<file path="src/hdl/pmsw_map.svh">
// Constants for the program-memory self-write controller.
// Assumes one instruction cycle per i_mclk edge at 100 MHz.
`ifndef PMSW_MAP_SVH
`define PMSW_MAP_SVH
`define PMSW_KEY_FIRST 8'h55
`define PMSW_KEY_SECOND 8'hAA
`define PMSW_CTL_SPACE 7
`define PMSW_CTL_ERR 3
`define PMSW_CTL_PERMIT 2
`define PMSW_CTL_GO 1
`define PMSW_CTL_RD 0
`define PMSW_CTL_RESET 8'h00
`define PMSW_CLK_NS 10
`define PMSW_PWRT_MS 72
`define PMSW_PWRT_CYCLES ((`PMSW_PWRT_MS * 1000000) / `PMSW_CLK_NS)
`define PMSW_PEW_US 2
`define PMSW_PEW_CYCLES (((`PMSW_PEW_US * 1000) + `PMSW_CLK_NS - 1) / `PMSW_CLK_NS)
`define PMSW_CP_NONE 2'b11
`define PMSW_CP_ALL 2'b00
`endif

</file>
<file path="src/hdl/pmsw_pkg.sv">
// Types for the program-memory self-write controller.
// Assumes pmsw_map.svh supplies the numeric constants.
package pmsw_pkg;
  typedef enum logic [2:0] {
    PMSW_IDLE,
    PMSW_SLOT_RUN,
    PMSW_SLOT_DROP,
    PMSW_STALL
  } pmsw_state_t;
  typedef enum logic [1:0] {
    PMSW_KEY_NONE,
    PMSW_KEY_GOT55,
    PMSW_KEY_GOTAA
  } pmsw_key_t;
endpackage
</file>
<file path="src/hdl/pmsw_ctrl.sv">
// Program-memory self-write controller: staging registers, unlock keys,
// instruction stall and the code-protect permission matrix.
// Assumes the core presents one register write per instruction cycle on i_mclk.
`timescale 1ns/100ps
`include "pmsw_map.svh"

module pmsw_ctrl #(
  parameter int unsigned PWRT_CYCLES = `PMSW_PWRT_CYCLES
) (
  input wire logic i_mclk,
  input wire logic i_reset,
  input wire logic i_wr_addr_low,
  input wire logic i_wr_addr_high,
  input wire logic i_wr_value_low,
  input wire logic i_wr_value_high,
  input wire logic i_wr_control,
  input wire logic i_wr_key,
  input wire logic [7:0] i_wdata,
  input wire logic i_done_clear,
  input wire logic i_self_program_allow,
  input wire logic i_protect_code_hi,
  input wire logic i_protect_code_lo,
  input wire logic i_loc_protected,
  input wire logic i_full_erase,
  input wire logic i_prog_rd_req,
  input wire logic i_prog_wr_req,
  input wire logic i_data_busy,
  output logic [7:0] o_nvm_addr_low,
  output logic [7:0] o_nvm_addr_high,
  output logic [7:0] o_nvm_value_low,
  output logic [7:0] o_nvm_value_high,
  output logic [7:0] o_nvm_control,
  output logic o_nvm_done_flag,
  output logic o_discard,
  output logic o_stall,
  output logic o_flash_write,
  output logic o_data_write,
  output logic o_prog_rd_ok,
  output logic o_prog_wr_ok,
  output logic o_int_read_ok,
  output logic o_cfg_erase
);
  import pmsw_pkg::*;

  // Internal program write permission from the configuration matrix
  function automatic logic int_wr_ok(input logic allow, input logic [1:0] cp, input logic prot);
    int_wr_ok = allow && (cp != `PMSW_CP_ALL) && ((cp == `PMSW_CP_NONE) || !prot);
  endfunction

  pmsw_state_t state_r, state_nxt;
  pmsw_key_t key_r, key_nxt;
  logic [7:0] addr_lo_r, addr_lo_nxt, addr_hi_r, addr_hi_nxt;
  logic [7:0] val_lo_r, val_lo_nxt, val_hi_r, val_hi_nxt;
  logic space_r, space_nxt, permit_r, permit_nxt, go_r, go_nxt, err_r, err_nxt;
  logic done_r, done_nxt, disc_r, disc_nxt, stall_r, stall_nxt;
  logic fw_r, fw_nxt, dw_r, dw_nxt;
  logic prd_r, prd_nxt, pwr_r, pwr_nxt, erase_r, erase_nxt;
  logic [31:0] cnt_r, cnt_nxt;
  logic [31:0] pwrt_r, pwrt_nxt;
  logic [1:0] cp;
  logic go_req, start_ok;

  assign cp = {i_protect_code_hi, i_protect_code_lo};
  // Go is honoured only after both keys and an earlier permit
  assign go_req = i_wr_control && i_wdata[`PMSW_CTL_GO] && !go_r;
  assign start_ok = go_req && permit_r && (key_r == PMSW_KEY_GOTAA);

  // Next-state logic for the write sequencer and software-visible bits
  always_comb begin
    state_nxt = state_r;
    key_nxt = PMSW_KEY_NONE;
    addr_lo_nxt = addr_lo_r;
    addr_hi_nxt = addr_hi_r;
    val_lo_nxt = val_lo_r;
    val_hi_nxt = val_hi_r;
    space_nxt = space_r;
    permit_nxt = permit_r;
    go_nxt = go_r;
    err_nxt = err_r;
    done_nxt = done_r;
    disc_nxt = 1'b0;
    stall_nxt = 1'b0;
    fw_nxt = 1'b0;
    dw_nxt = 1'b0;
    cnt_nxt = cnt_r;
    pwrt_nxt = (pwrt_r != 32'h0000_0000) ? pwrt_r - 32'h0000_0001 : pwrt_r;
    // Keys must arrive on back-to-back cycles; anything else drops them
    if (i_wr_key && i_wdata == `PMSW_KEY_FIRST) begin
      key_nxt = PMSW_KEY_GOT55;
    end else if (i_wr_key && i_wdata == `PMSW_KEY_SECOND && key_r == PMSW_KEY_GOT55) begin
      key_nxt = PMSW_KEY_GOTAA;
    end
    // Staging writes frozen while a write is in flight
    if (!go_r) begin
      if (i_wr_addr_low) addr_lo_nxt = i_wdata;
      if (i_wr_addr_high) addr_hi_nxt = i_wdata;
      if (i_wr_value_low) val_lo_nxt = i_wdata;
      if (i_wr_value_high) val_hi_nxt = i_wdata;
    end
    if (i_wr_control) begin
      permit_nxt = i_wdata[`PMSW_CTL_PERMIT];
      err_nxt = i_wdata[`PMSW_CTL_ERR];
      if (!go_r && !i_data_busy) space_nxt = i_wdata[`PMSW_CTL_SPACE];
    end
    // Done flag: hardware set wins over software clear
    if (i_done_clear) done_nxt = 1'b0;
    case (state_r)
      PMSW_IDLE: begin
        if (start_ok) begin
          go_nxt = 1'b1;
          if (space_r) begin
            state_nxt = PMSW_SLOT_RUN;
          end else if (pwrt_r == 32'h0000_0000) begin
            dw_nxt = 1'b1; // Data write handed to the data array
          end else begin
            go_nxt = 1'b0;
          end
        end
        if (go_r && !space_r && !i_data_busy && !dw_r) begin
          go_nxt = 1'b0;
          done_nxt = 1'b1;
        end
      end
      PMSW_SLOT_RUN: begin
        disc_nxt = 1'b1; // Second slot after go is dropped
        state_nxt = PMSW_SLOT_DROP;
      end
      PMSW_SLOT_DROP: begin
        cnt_nxt = `PMSW_PEW_CYCLES;
        stall_nxt = 1'b1;
        state_nxt = PMSW_STALL;
        // Only a permitted location is really programmed
        fw_nxt = int_wr_ok(i_self_program_allow, cp, i_loc_protected);
      end
      PMSW_STALL: begin
        cnt_nxt = cnt_r - 32'h0000_0001;
        stall_nxt = 1'b1;
        if (cnt_r == 32'h0000_0001) begin
          stall_nxt = 1'b0; // Release lands on the third instruction
          go_nxt = 1'b0;
          done_nxt = 1'b1;
          state_nxt = PMSW_IDLE;
        end
      end
      default: state_nxt = PMSW_IDLE;
    endcase
  end

  // Serial programmer gating and config erase pass-through
  always_comb begin
    // Programmer writes need code 11; reads also pass for unprotected locations under codes 01 and 10
    prd_nxt = i_prog_rd_req && (cp != `PMSW_CP_ALL) && ((cp == `PMSW_CP_NONE) || !i_loc_protected);
    pwr_nxt = i_prog_wr_req && (cp == `PMSW_CP_NONE);
    erase_nxt = i_full_erase; // Config bits return to erased only here
  end

  // State registers; power-on reset clears the permit
  always_ff @(posedge i_mclk or posedge i_reset) begin
    if (i_reset) begin
      state_r <= PMSW_IDLE;
      key_r <= PMSW_KEY_NONE;
      addr_lo_r <= 8'h00;
      addr_hi_r <= 8'h00;
      val_lo_r <= 8'h00;
      val_hi_r <= 8'h00;
      space_r <= 1'b0;
      permit_r <= 1'b0;
      go_r <= 1'b0;
      err_r <= 1'b0;
      done_r <= 1'b0;
      disc_r <= 1'b0;
      stall_r <= 1'b0;
      fw_r <= 1'b0;
      dw_r <= 1'b0;
      cnt_r <= 32'h0000_0000;
      pwrt_r <= PWRT_CYCLES; // Power-up timer starts at reset
      prd_r <= 1'b0;
      pwr_r <= 1'b0;
      erase_r <= 1'b0;
    end else begin
      state_r <= state_nxt;
      key_r <= key_nxt;
      addr_lo_r <= addr_lo_nxt;
      addr_hi_r <= addr_hi_nxt;
      val_lo_r <= val_lo_nxt;
      val_hi_r <= val_hi_nxt;
      space_r <= space_nxt;
      permit_r <= permit_nxt;
      go_r <= go_nxt;
      err_r <= err_nxt;
      done_r <= done_nxt;
      disc_r <= disc_nxt;
      stall_r <= stall_nxt;
      fw_r <= fw_nxt;
      dw_r <= dw_nxt;
      cnt_r <= cnt_nxt;
      pwrt_r <= pwrt_nxt;
      prd_r <= prd_nxt;
      pwr_r <= pwr_nxt;
      erase_r <= erase_nxt;
    end
  end

  // Outputs straight from flops, except o_int_read_ok tied high and the constant zero bits of o_nvm_control
  assign o_nvm_addr_low = addr_lo_r;
  assign o_nvm_addr_high = addr_hi_r;
  assign o_nvm_value_low = val_lo_r;
  assign o_nvm_value_high = val_hi_r;
  assign o_nvm_control = {space_r, 3'b000, err_r, permit_r, go_r, 1'b0};
  assign o_nvm_done_flag = done_r;
  assign o_discard = disc_r;
  assign o_stall = stall_r;
  assign o_flash_write = fw_r;
  assign o_data_write = dw_r;
  assign o_prog_rd_ok = prd_r;
  assign o_prog_wr_ok = pwr_r;
  assign o_int_read_ok = 1'b1; // Processor reads never gated
  assign o_cfg_erase = erase_r;
endmodule

</file>
<file path="config.mk">
export PLATFORM = sky130hd
export DESIGN_NAME = pmsw_ctrl
export DESIGN_NICKNAME = d
export VERILOG_FILES = /design/src/hdl/pmsw_pkg.sv /design/src/hdl/pmsw_ctrl.sv
export VERILOG_INCLUDE_DIRS = /design/src /design/src/hdl
export SDC_FILE = /design/constraint.sdc
export NUM_CORES = 1
export LEC_CHECK = 0
export BUFFER_PORTS_ARGS = -buffer_cell sky130_fd_sc_hd__buf_4
export CORE_MARGIN = 4
export CORE_UTILIZATION = 45
export CTS_CLUSTER_DIAMETER = 100
export DETAILED_ROUTE_END_ITERATION = 10
export PLACE_DENSITY = 0.67
export SYNTH_ARGS = -nofsm -noshare
export SYNTH_HDL_FRONTEND = slang
export SYNTH_SLANG_ARGS = --single-unit
</file>
<file path="constraint.sdc">
create_clock -name i_mclk -period 9.5 [get_ports i_mclk]
set_clock_uncertainty 0.2 [all_clocks]
set_input_delay 1.9 -clock i_mclk [delete_from_list [all_inputs] [get_ports i_mclk]]
set_output_delay 1.9 -clock i_mclk [all_outputs]
set_load 0.02 [all_outputs]
</file>
==> results of run 1 <==
area by class of cell:
type                    count  area [um2]  share of cell area [%]
clock buffers              11       242.7                   4.004
inverters                  11       43.79                  0.7224
clock inverters             5       40.04                  0.6605
multi-input cells         317        2218                   36.59
repair buffers             70       525.5                   8.669
flip-flops and latches    112        2816                   46.46
well taps                 140       175.2                   2.890
metal layers:
metal / routed length, um / global-route usage [%] / share of wire [%] / vias up
met5: 0 / 0 / 0 / -
met2: 5121 / 27.70 / 48 / 63
li1: - / - / - / 1778
met1: 4799 / 21.87 / 45 / 1791
met3: 559 / 5.053 / 5.3 / 11
met4: 130 / 4.930 / 1.2 / 0
through the flow:
step	utilization, %	hold WS (ns)
floorplan	-	0.2016
CTS	54.96	0.2379
detailed placement	52.39	0.2271
global placement	52.39	0.2163
global route	54.96	0.2555
finish	54.96	0.2317
where the power goes:
group          internal (uW)  switching [uW]
clock                    188             174
combinational            175             189
sequential               554            49.2
path summary, 6_finish.rpt:
path,cells after the start,to,startpoint,slack (ns)
setup reg to reg,6,pwrt_r[27],pwrt_r[9],6.43
max in group asynchronous,3,cnt_r[23],i_reset,6.47
min in group asynchronous,2,o_nvm_value_low[1],i_reset,1.45
hold reg to reg,1,key_r[1],key_r[1],0.23
hold / removal,1,key_r[1],key_r[1],0.23
setup / recovery,1,o_nvm_control[1],go_r,6.34
logic make-up (layout without fill, tap and decap cells):
logic type / Yosys count / count (layout) / synth area share (%)
and+or+nand+nor: 177 / 177 / 18.71
DFF: 112 / 112 / 54.41
buffers and inverters: 31 / 97 / 3.070
adders and majority gates: 8 / 8 / 1.934
AOI/OAI and AO/OA: 52 / 52 / 7.010
other: 2 / 5 / 0.1451
xor gates and xnor gates: 27 / 27 / 4.569
muxes: 48 / 48 / 10.15
placed cells by master (no fill, tap or decap), types with 7 or more instances in the layout:
master,instances
o31ai_1,9
nand2_1,43
buf_4,70
clkbuf_16,9
mux2i_1,12
o21ai_0,16
ha_1,8
nor4_1,19
dfstp_2,11
xor2_1,20
dfrtp_1,101
xnor2_1,7
mux2_2,36
nor3_1,20
nor2_1,27
or4_1,9
o211ai_1,9
inv_1,10
nand2b_1,7
or3_1,7
nand3_1,13
synthesized netlist by cell type, types with 3 or more instances:
cell type / count / area [um2]
nor4b_1: 5 / 43.79
o311ai_0: 3 / 26.28
a31oi_1: 4 / 25.02
nor2_1: 27 / 101.4
o41ai_1: 4 / 35.03
inv_1: 11 / 41.29
ha_1: 8 / 100.1
and3_1: 4 / 25.02
clkbuf_1: 9 / 33.78
xor2_1: 20 / 175.2
mux2_2: 36 / 405.4
nand2_1: 43 / 161.4
nor3_1: 20 / 100.1
buf_4: 9 / 67.56
nor2b_1: 4 / 25.02
nand2b_1: 7 / 43.79
mux2i_1: 12 / 120.1
dfstp_2: 11 / 289.0
nor4_1: 20 / 125.1
or3_1: 7 / 43.79
xnor2_1: 7 / 61.31
o211ai_1: 9 / 67.56
o31ai_1: 9 / 67.56
nand3_1: 13 / 65.06
dfrtp_1: 101 / 2527
nor4bb_1: 3 / 30.03
or4_1: 9 / 67.56
o21ai_0: 16 / 80.08
worst register-to-register path, cell delays in order, from the launching register on:
cell and delay, ns:
dfrtp_1 0.43, nor4_1 0.63, nand2_1 0.28, nor4_2 0.81, buf_4 0.34, nor4_1 0.10, xor2_1 0.15
flip-flops by register name, indices dropped and copies added (netlist names), 2 cells and up:
name,count
key_r,2
pwrt_r,32
cnt_r,32
o_nvm_addr_low,8
state_r,2
o_nvm_addr_high,8
o_nvm_value_high,8
o_nvm_value_low,8
==> out/results.ini, run 1 <==
[run_status]
status=finished, final reports clean

[flow_run]
maxCapViolCount=0

[die]
coreArea_mm2=0.01103
rows=38
start_util_pct=46.93
dieArea_mm2=0.01328
io_pins=74
fp.dieW_um=115.3
die_h_um=115.3

[setup_path]
max_stage_delay_ns=0.51
cp_data_required_time_ns=7.40
arrival_ns=1.06
slowest_stage=dfrtp_1
worstPathMaxFanout=9
cp_top_family=flip-flops
cp_num_buf_inv=1
end_kind=output port
path_cells=buf_4
start_kind=register
criticalPathCategory=register to output port

[drt]
drc=0
firstDrtPassIters=4
routed_wl_um=10610
antenna_left=0
wl_per_cell_um=15.93
routed_via_density=5.470
drt_iter0_drc=230
dr_total_vias=3643

[pwr]
p_per_area_mw_per_mm2=219.4
vdd_drop_max_mv=0.1961
p_total_uw=1330
power_leakage_uw=0.003016

[cells_and_area]
antenna_cells=0
final_area_mm2=0.006062
num-fill-cells=968
fin_cells=666
drive_gt1_share_pct=26.43
area_growth_pct=17.11
final_nets=554

[global_routing]
grt_pass1_wl_um=17970
antenna_found_initial=0
grt.total_usage_pct=16.92
grt_pass1_vias=3740
overflow=0
grt_max_degree=58

[clocking]
root_buffer=clkbuf_16
numCtsBuffers=9
ctsHoldBuffers=0
clock_latency_ns=0.35
clk_pin_slew_worst_paths_ns=0.08
cts.sinks=112
clk_path_buf_depth=2
post-cts-setup-buffers=0
cts_tree=built
cts_resized=0
htreeDepth=3

[yosys]
yosys_warnings=0
ys_seq_area_share_pct=54.41
synth_edf_count=0
syn_inst=457
synth_area_per_cell_um2=11.33
async_flop_share_pct=100.0
synthesis.area_mm2=0.005176
ys.flop_type=dfrtp_1
yosys.cell_types.count=46
synth-seq-cells=112

[placed_design]
hpwl_um=7635
dpl_cell_area_mm2=0.005779
io_buffer_count=68
dp_slack_ns=5.992
place_inst=650
gp_congestion=0.7819

[sta]
slew-limit-headroom_pct=40.00
rsz0062_at_grt=no
period_share_pct=33.27
fin_ws_ns=6.339
setup_viol=0
period_needed_ns=3.161
worst_pin_slew_ns=0.8931
slew_violations=0
fmax_mhz=316.4
tns_ns=0
hold_viol=0

[min_path]
hold_class=register to register

No activity file was read; power rests on OpenSTA's default activity.
==> inputs of run 2 (changes only) <==
--- a/config.mk
+++ b/config.mk
@@ -6,6 +6,7 @@
 export SDC_FILE = /design/constraint.sdc
 export NUM_CORES = 1
 export LEC_CHECK = 0
+export ABC_AREA = 1
 export BUFFER_PORTS_ARGS = -buffer_cell sky130_fd_sc_hd__buf_4
 export CORE_MARGIN = 4
 export CORE_UTILIZATION = 45
==> constraint.sdc (replaced) <==
create_clock -name i_mclk -period 3.2 [get_ports i_mclk]
set_clock_uncertainty 0.2 [all_clocks]
set_input_delay 0.64 -clock i_mclk [delete_from_list [all_inputs] [get_ports i_mclk]]
set_output_delay 0.64 -clock i_mclk [all_outputs]
set_load 0.02 [all_outputs]
==> run 2 against run 1 <==
Non-clock buffer count grew 2. Synthesized area increased by 13%. Highest routed layer unchanged. First-iteration DRC count grew 120%. Via count is 38% higher. Global-route usage up 2.4 points. Clock power grew to 3.0 times the previous value. Register-to-register slack lost 5.4 ns.
==> out/results.ini, run 2 <==
[sta]
setup_viol=0  ; unchanged
fmax_mhz=455.6
slew-limit-headroom_pct=45.21  ; +5.2 points
worst_pin_slew_ns=0.8201  ; -0.07306 ns
hold_viol=0  ; unchanged
period_needed_ns=2.195
period_share_pct=68.59
tns_ns=0  ; unchanged
rsz0062_at_grt=no
slew_violations=0  ; unchanged
fin_ws_ns=1.005  ; -5.334 ns

[cells_and_area]
final_common_cell=nand2_1
final_cell_mix=187 x nand2_1, 127 x nor2_1, 101 x dfrtp_1
antenna_cells=0  ; unchanged
area_growth_pct=16.13
drive_gt1_share_pct=16.97  ; -9.5 points
final_nets=853  ; +54%
top_regs=cnt_r: 32 flops, pwrt_r: 32 flops

[die]
dieArea_mm2=0.01489  ; +12%
fp.dieW_um=122.0  ; +5.9%
die_h_um=122.0  ; +5.9%
coreArea_mm2=0.01267  ; +15%
start_util_pct=46.16  ; -0.76 points
rows=41  ; +7.9%
io_pins=74  ; unchanged

[clocking]
cts_tree=built
htreeDepth=3  ; unchanged
ctsHoldBuffers=0  ; unchanged
post-cts-setup-buffers=0  ; unchanged
cts_resized=0  ; unchanged
cts.sinks=112  ; unchanged
clock_latency_ns=0.36  ; about the same
numCtsBuffers=9  ; unchanged
clk_pin_slew_worst_paths_ns=0.07  ; about the same
clk_path_buf_depth=2  ; unchanged
root_buffer=clkbuf_16

[pwr]
vdd_drop_max_mv=0.4117  ; +110%
p_seq_share_pct=42.0  ; -3.4 points
pwr-share-clk_pct=24.3  ; -2.9 points
p_total_uw=4527  ; +240%
intPower_uw=2827  ; +210%
combinationalPowerShare_pct=33.7  ; +6.3 points
power.switching_uw=1701  ; +310%
sw_frac_of_total_pct=37.57  ; +6.6 points
p_per_area_mw_per_mm2=666.5  ; +200%
power_leakage_uw=0.003741  ; +24%

[global_routing]
grt.total_usage_pct=19.32  ; +2.4 points
grt-busiest-layer=met2
antenna_found_initial=0  ; unchanged
grt_pass1_vias=4707  ; +26%
grtUsageMet1_pct=28.19  ; +6.3 points
grt_pass1_wl_um=22800  ; +27%
grtUsageMet3_pct=4.503  ; -0.55 points
grtUsageMet2_pct=29.11  ; +1.4 points
overflow=0  ; unchanged
grt_max_degree=46  ; -21%

[drt]
wl_per_cell_um=13.63  ; -14%
drt_iter0_drc=515  ; +120%
dr_total_vias=5022  ; +38%
antenna_left=0  ; unchanged
routed_via_density=5.037  ; -7.9%
firstDrtPassIters=5  ; +1
drc=0  ; unchanged
routed_wl_um=13590  ; +28%

[yosys]
syn_inst=755  ; +65%
yosys.area.top_type=dfrtp_1
yosys_warnings=0  ; unchanged
netlist_top_cells_count=187 x nand2_1, 127 x nor2_1, 101 x dfrtp_1
synth_area_per_cell_um2=7.747  ; -32%
synth-seq-cells=112  ; unchanged
yosys.area.top_type_share_pct=43.21  ; -5.6 points
yosys.cell_types.count=44  ; -4.3%
async_flop_share_pct=100.0  ; unchanged
synth_simple_gate_area_share_pct=31.81  ; +13 points
synth_most_common_cell=nand2_1
post_synth_fa_ha_maj_area_fraction_pct=1.711  ; -0.22 points
synthTopCellsByArea=dfrtp_1 43%, nand2_1 12%, nor2_1 8.1%, o21ai_0 6.0%, dfstp_2 4.9%
synthesis.area_mm2=0.005849  ; +13%
ys_seq_area_share_pct=48.15  ; -6.3 points
synthXorXnorAreaFrac_pct=1.326  ; -3.2 points
synth_compound_area_share_pct=9.733  ; +2.7 points
synth_edf_count=0  ; unchanged
synthMuxAreaShare_pct=0  ; -10 points
synth_top_family_by_area=simple AND/OR/NAND/NOR gates
ys.flop_type=dfrtp_1

[setup_path]
slowest_stage=dfrtp_1
start_kind=register
arrival_ns=2.22  ; +1.16 ns
end_kind=register
path_cells=ha_1 > buf_4 > nor2_2 > inv_1 > a22oi_1 > a31oi_1
cp_data_required_time_ns=3.23  ; -4.17 ns
worstPathMaxFanout=28  ; +19
criticalPathCategory=register to register
max_stage_delay_ns=0.41  ; -0.10 ns

[placed_design]
hpwl_um=10310  ; +35%
gp_congestion=0.9015  ; +15%
dp_slack_ns=0.9891  ; -5.003 ns
io_buffer_count=68  ; unchanged

[flow_run]
maxCapViolCount=0  ; unchanged

[min_path]
hold_class=input pin to register

[run_status]
status=finished, final reports clean

==> run 2: logic make-up after synthesis <==
kind of cell    count (synthesis)
simple gates                  419
buf+inv                        98
fa+ha+maj                       8
other cells                     2
flops                         112
xor+xnor                        8
compound gates                108
==> run 2: layer usage <==
metal,wire (um),vias to the layer above
met5,0,-
met3,895,12
li1,-,2529
met4,138,0
met1,6751,2327
met2,5801,154
==> run 2: stage by stage <==
step	hold slack (ns)	util (%)	cells	area [um2]
2_1_floorplan	0.2080	-	758	5864
3_3_place_gp	0.2208	51.33	981	6504
3_5_place_dp	0.2256	51.33	981	6504
4_1_cts	0.1775	53.61	997	6793
5_1_grt	0.1714	53.61	997	6793
6_report	0.1917	53.61	997	6793
==> run 2: path summary, 6_finish.rpt <==
check | start | end | slack (ns) | cells past startpoint
max in group asynchronous | i_reset | pwrt_r[8] | 1.82 | 3
min in group asynchronous | i_reset | o_stall | 0.23 | 2
max reg2reg | state_r[0] | cnt_r[5] | 1.01 | 6
min reg2reg | key_r[1] | key_r[1] | 0.23 | 1
max | state_r[0] | cnt_r[5] | 1.01 | 6
min | i_full_erase | o_cfg_erase | 0.19 | 1
==> run 2: power by group through the flow <==
stage	registers, uW	logic [uW]	clock network, uW
after global routing	1940	1700	1200
after detailed placement	1930	1540	0
final	1900	1530	1100
after floorplan	2160	725	0
after global placement	1920	1500	0
after CTS	1900	1540	1140
==> run 2: area by class of cell <==
cell class	instances	area (um2)
timing repair buffer	72	553.0
clock buffer	11	242.7
fill	1222	5878
tap	172	215.2
inverter	77	292.8
sequential	112	2816
multi-input combinational	548	2626
clock inverter	5	46.29
==> run 2: critical path, delay by kind of cell (launching register included) <==
family                     cells  cell delay, ns
buffers and inverters          2            0.60
DFF                            1            0.41
AOI/OAI and AO/OA              2            0.36
and+or+nand+nor                1            0.27
adders and majority gates      1            0.21
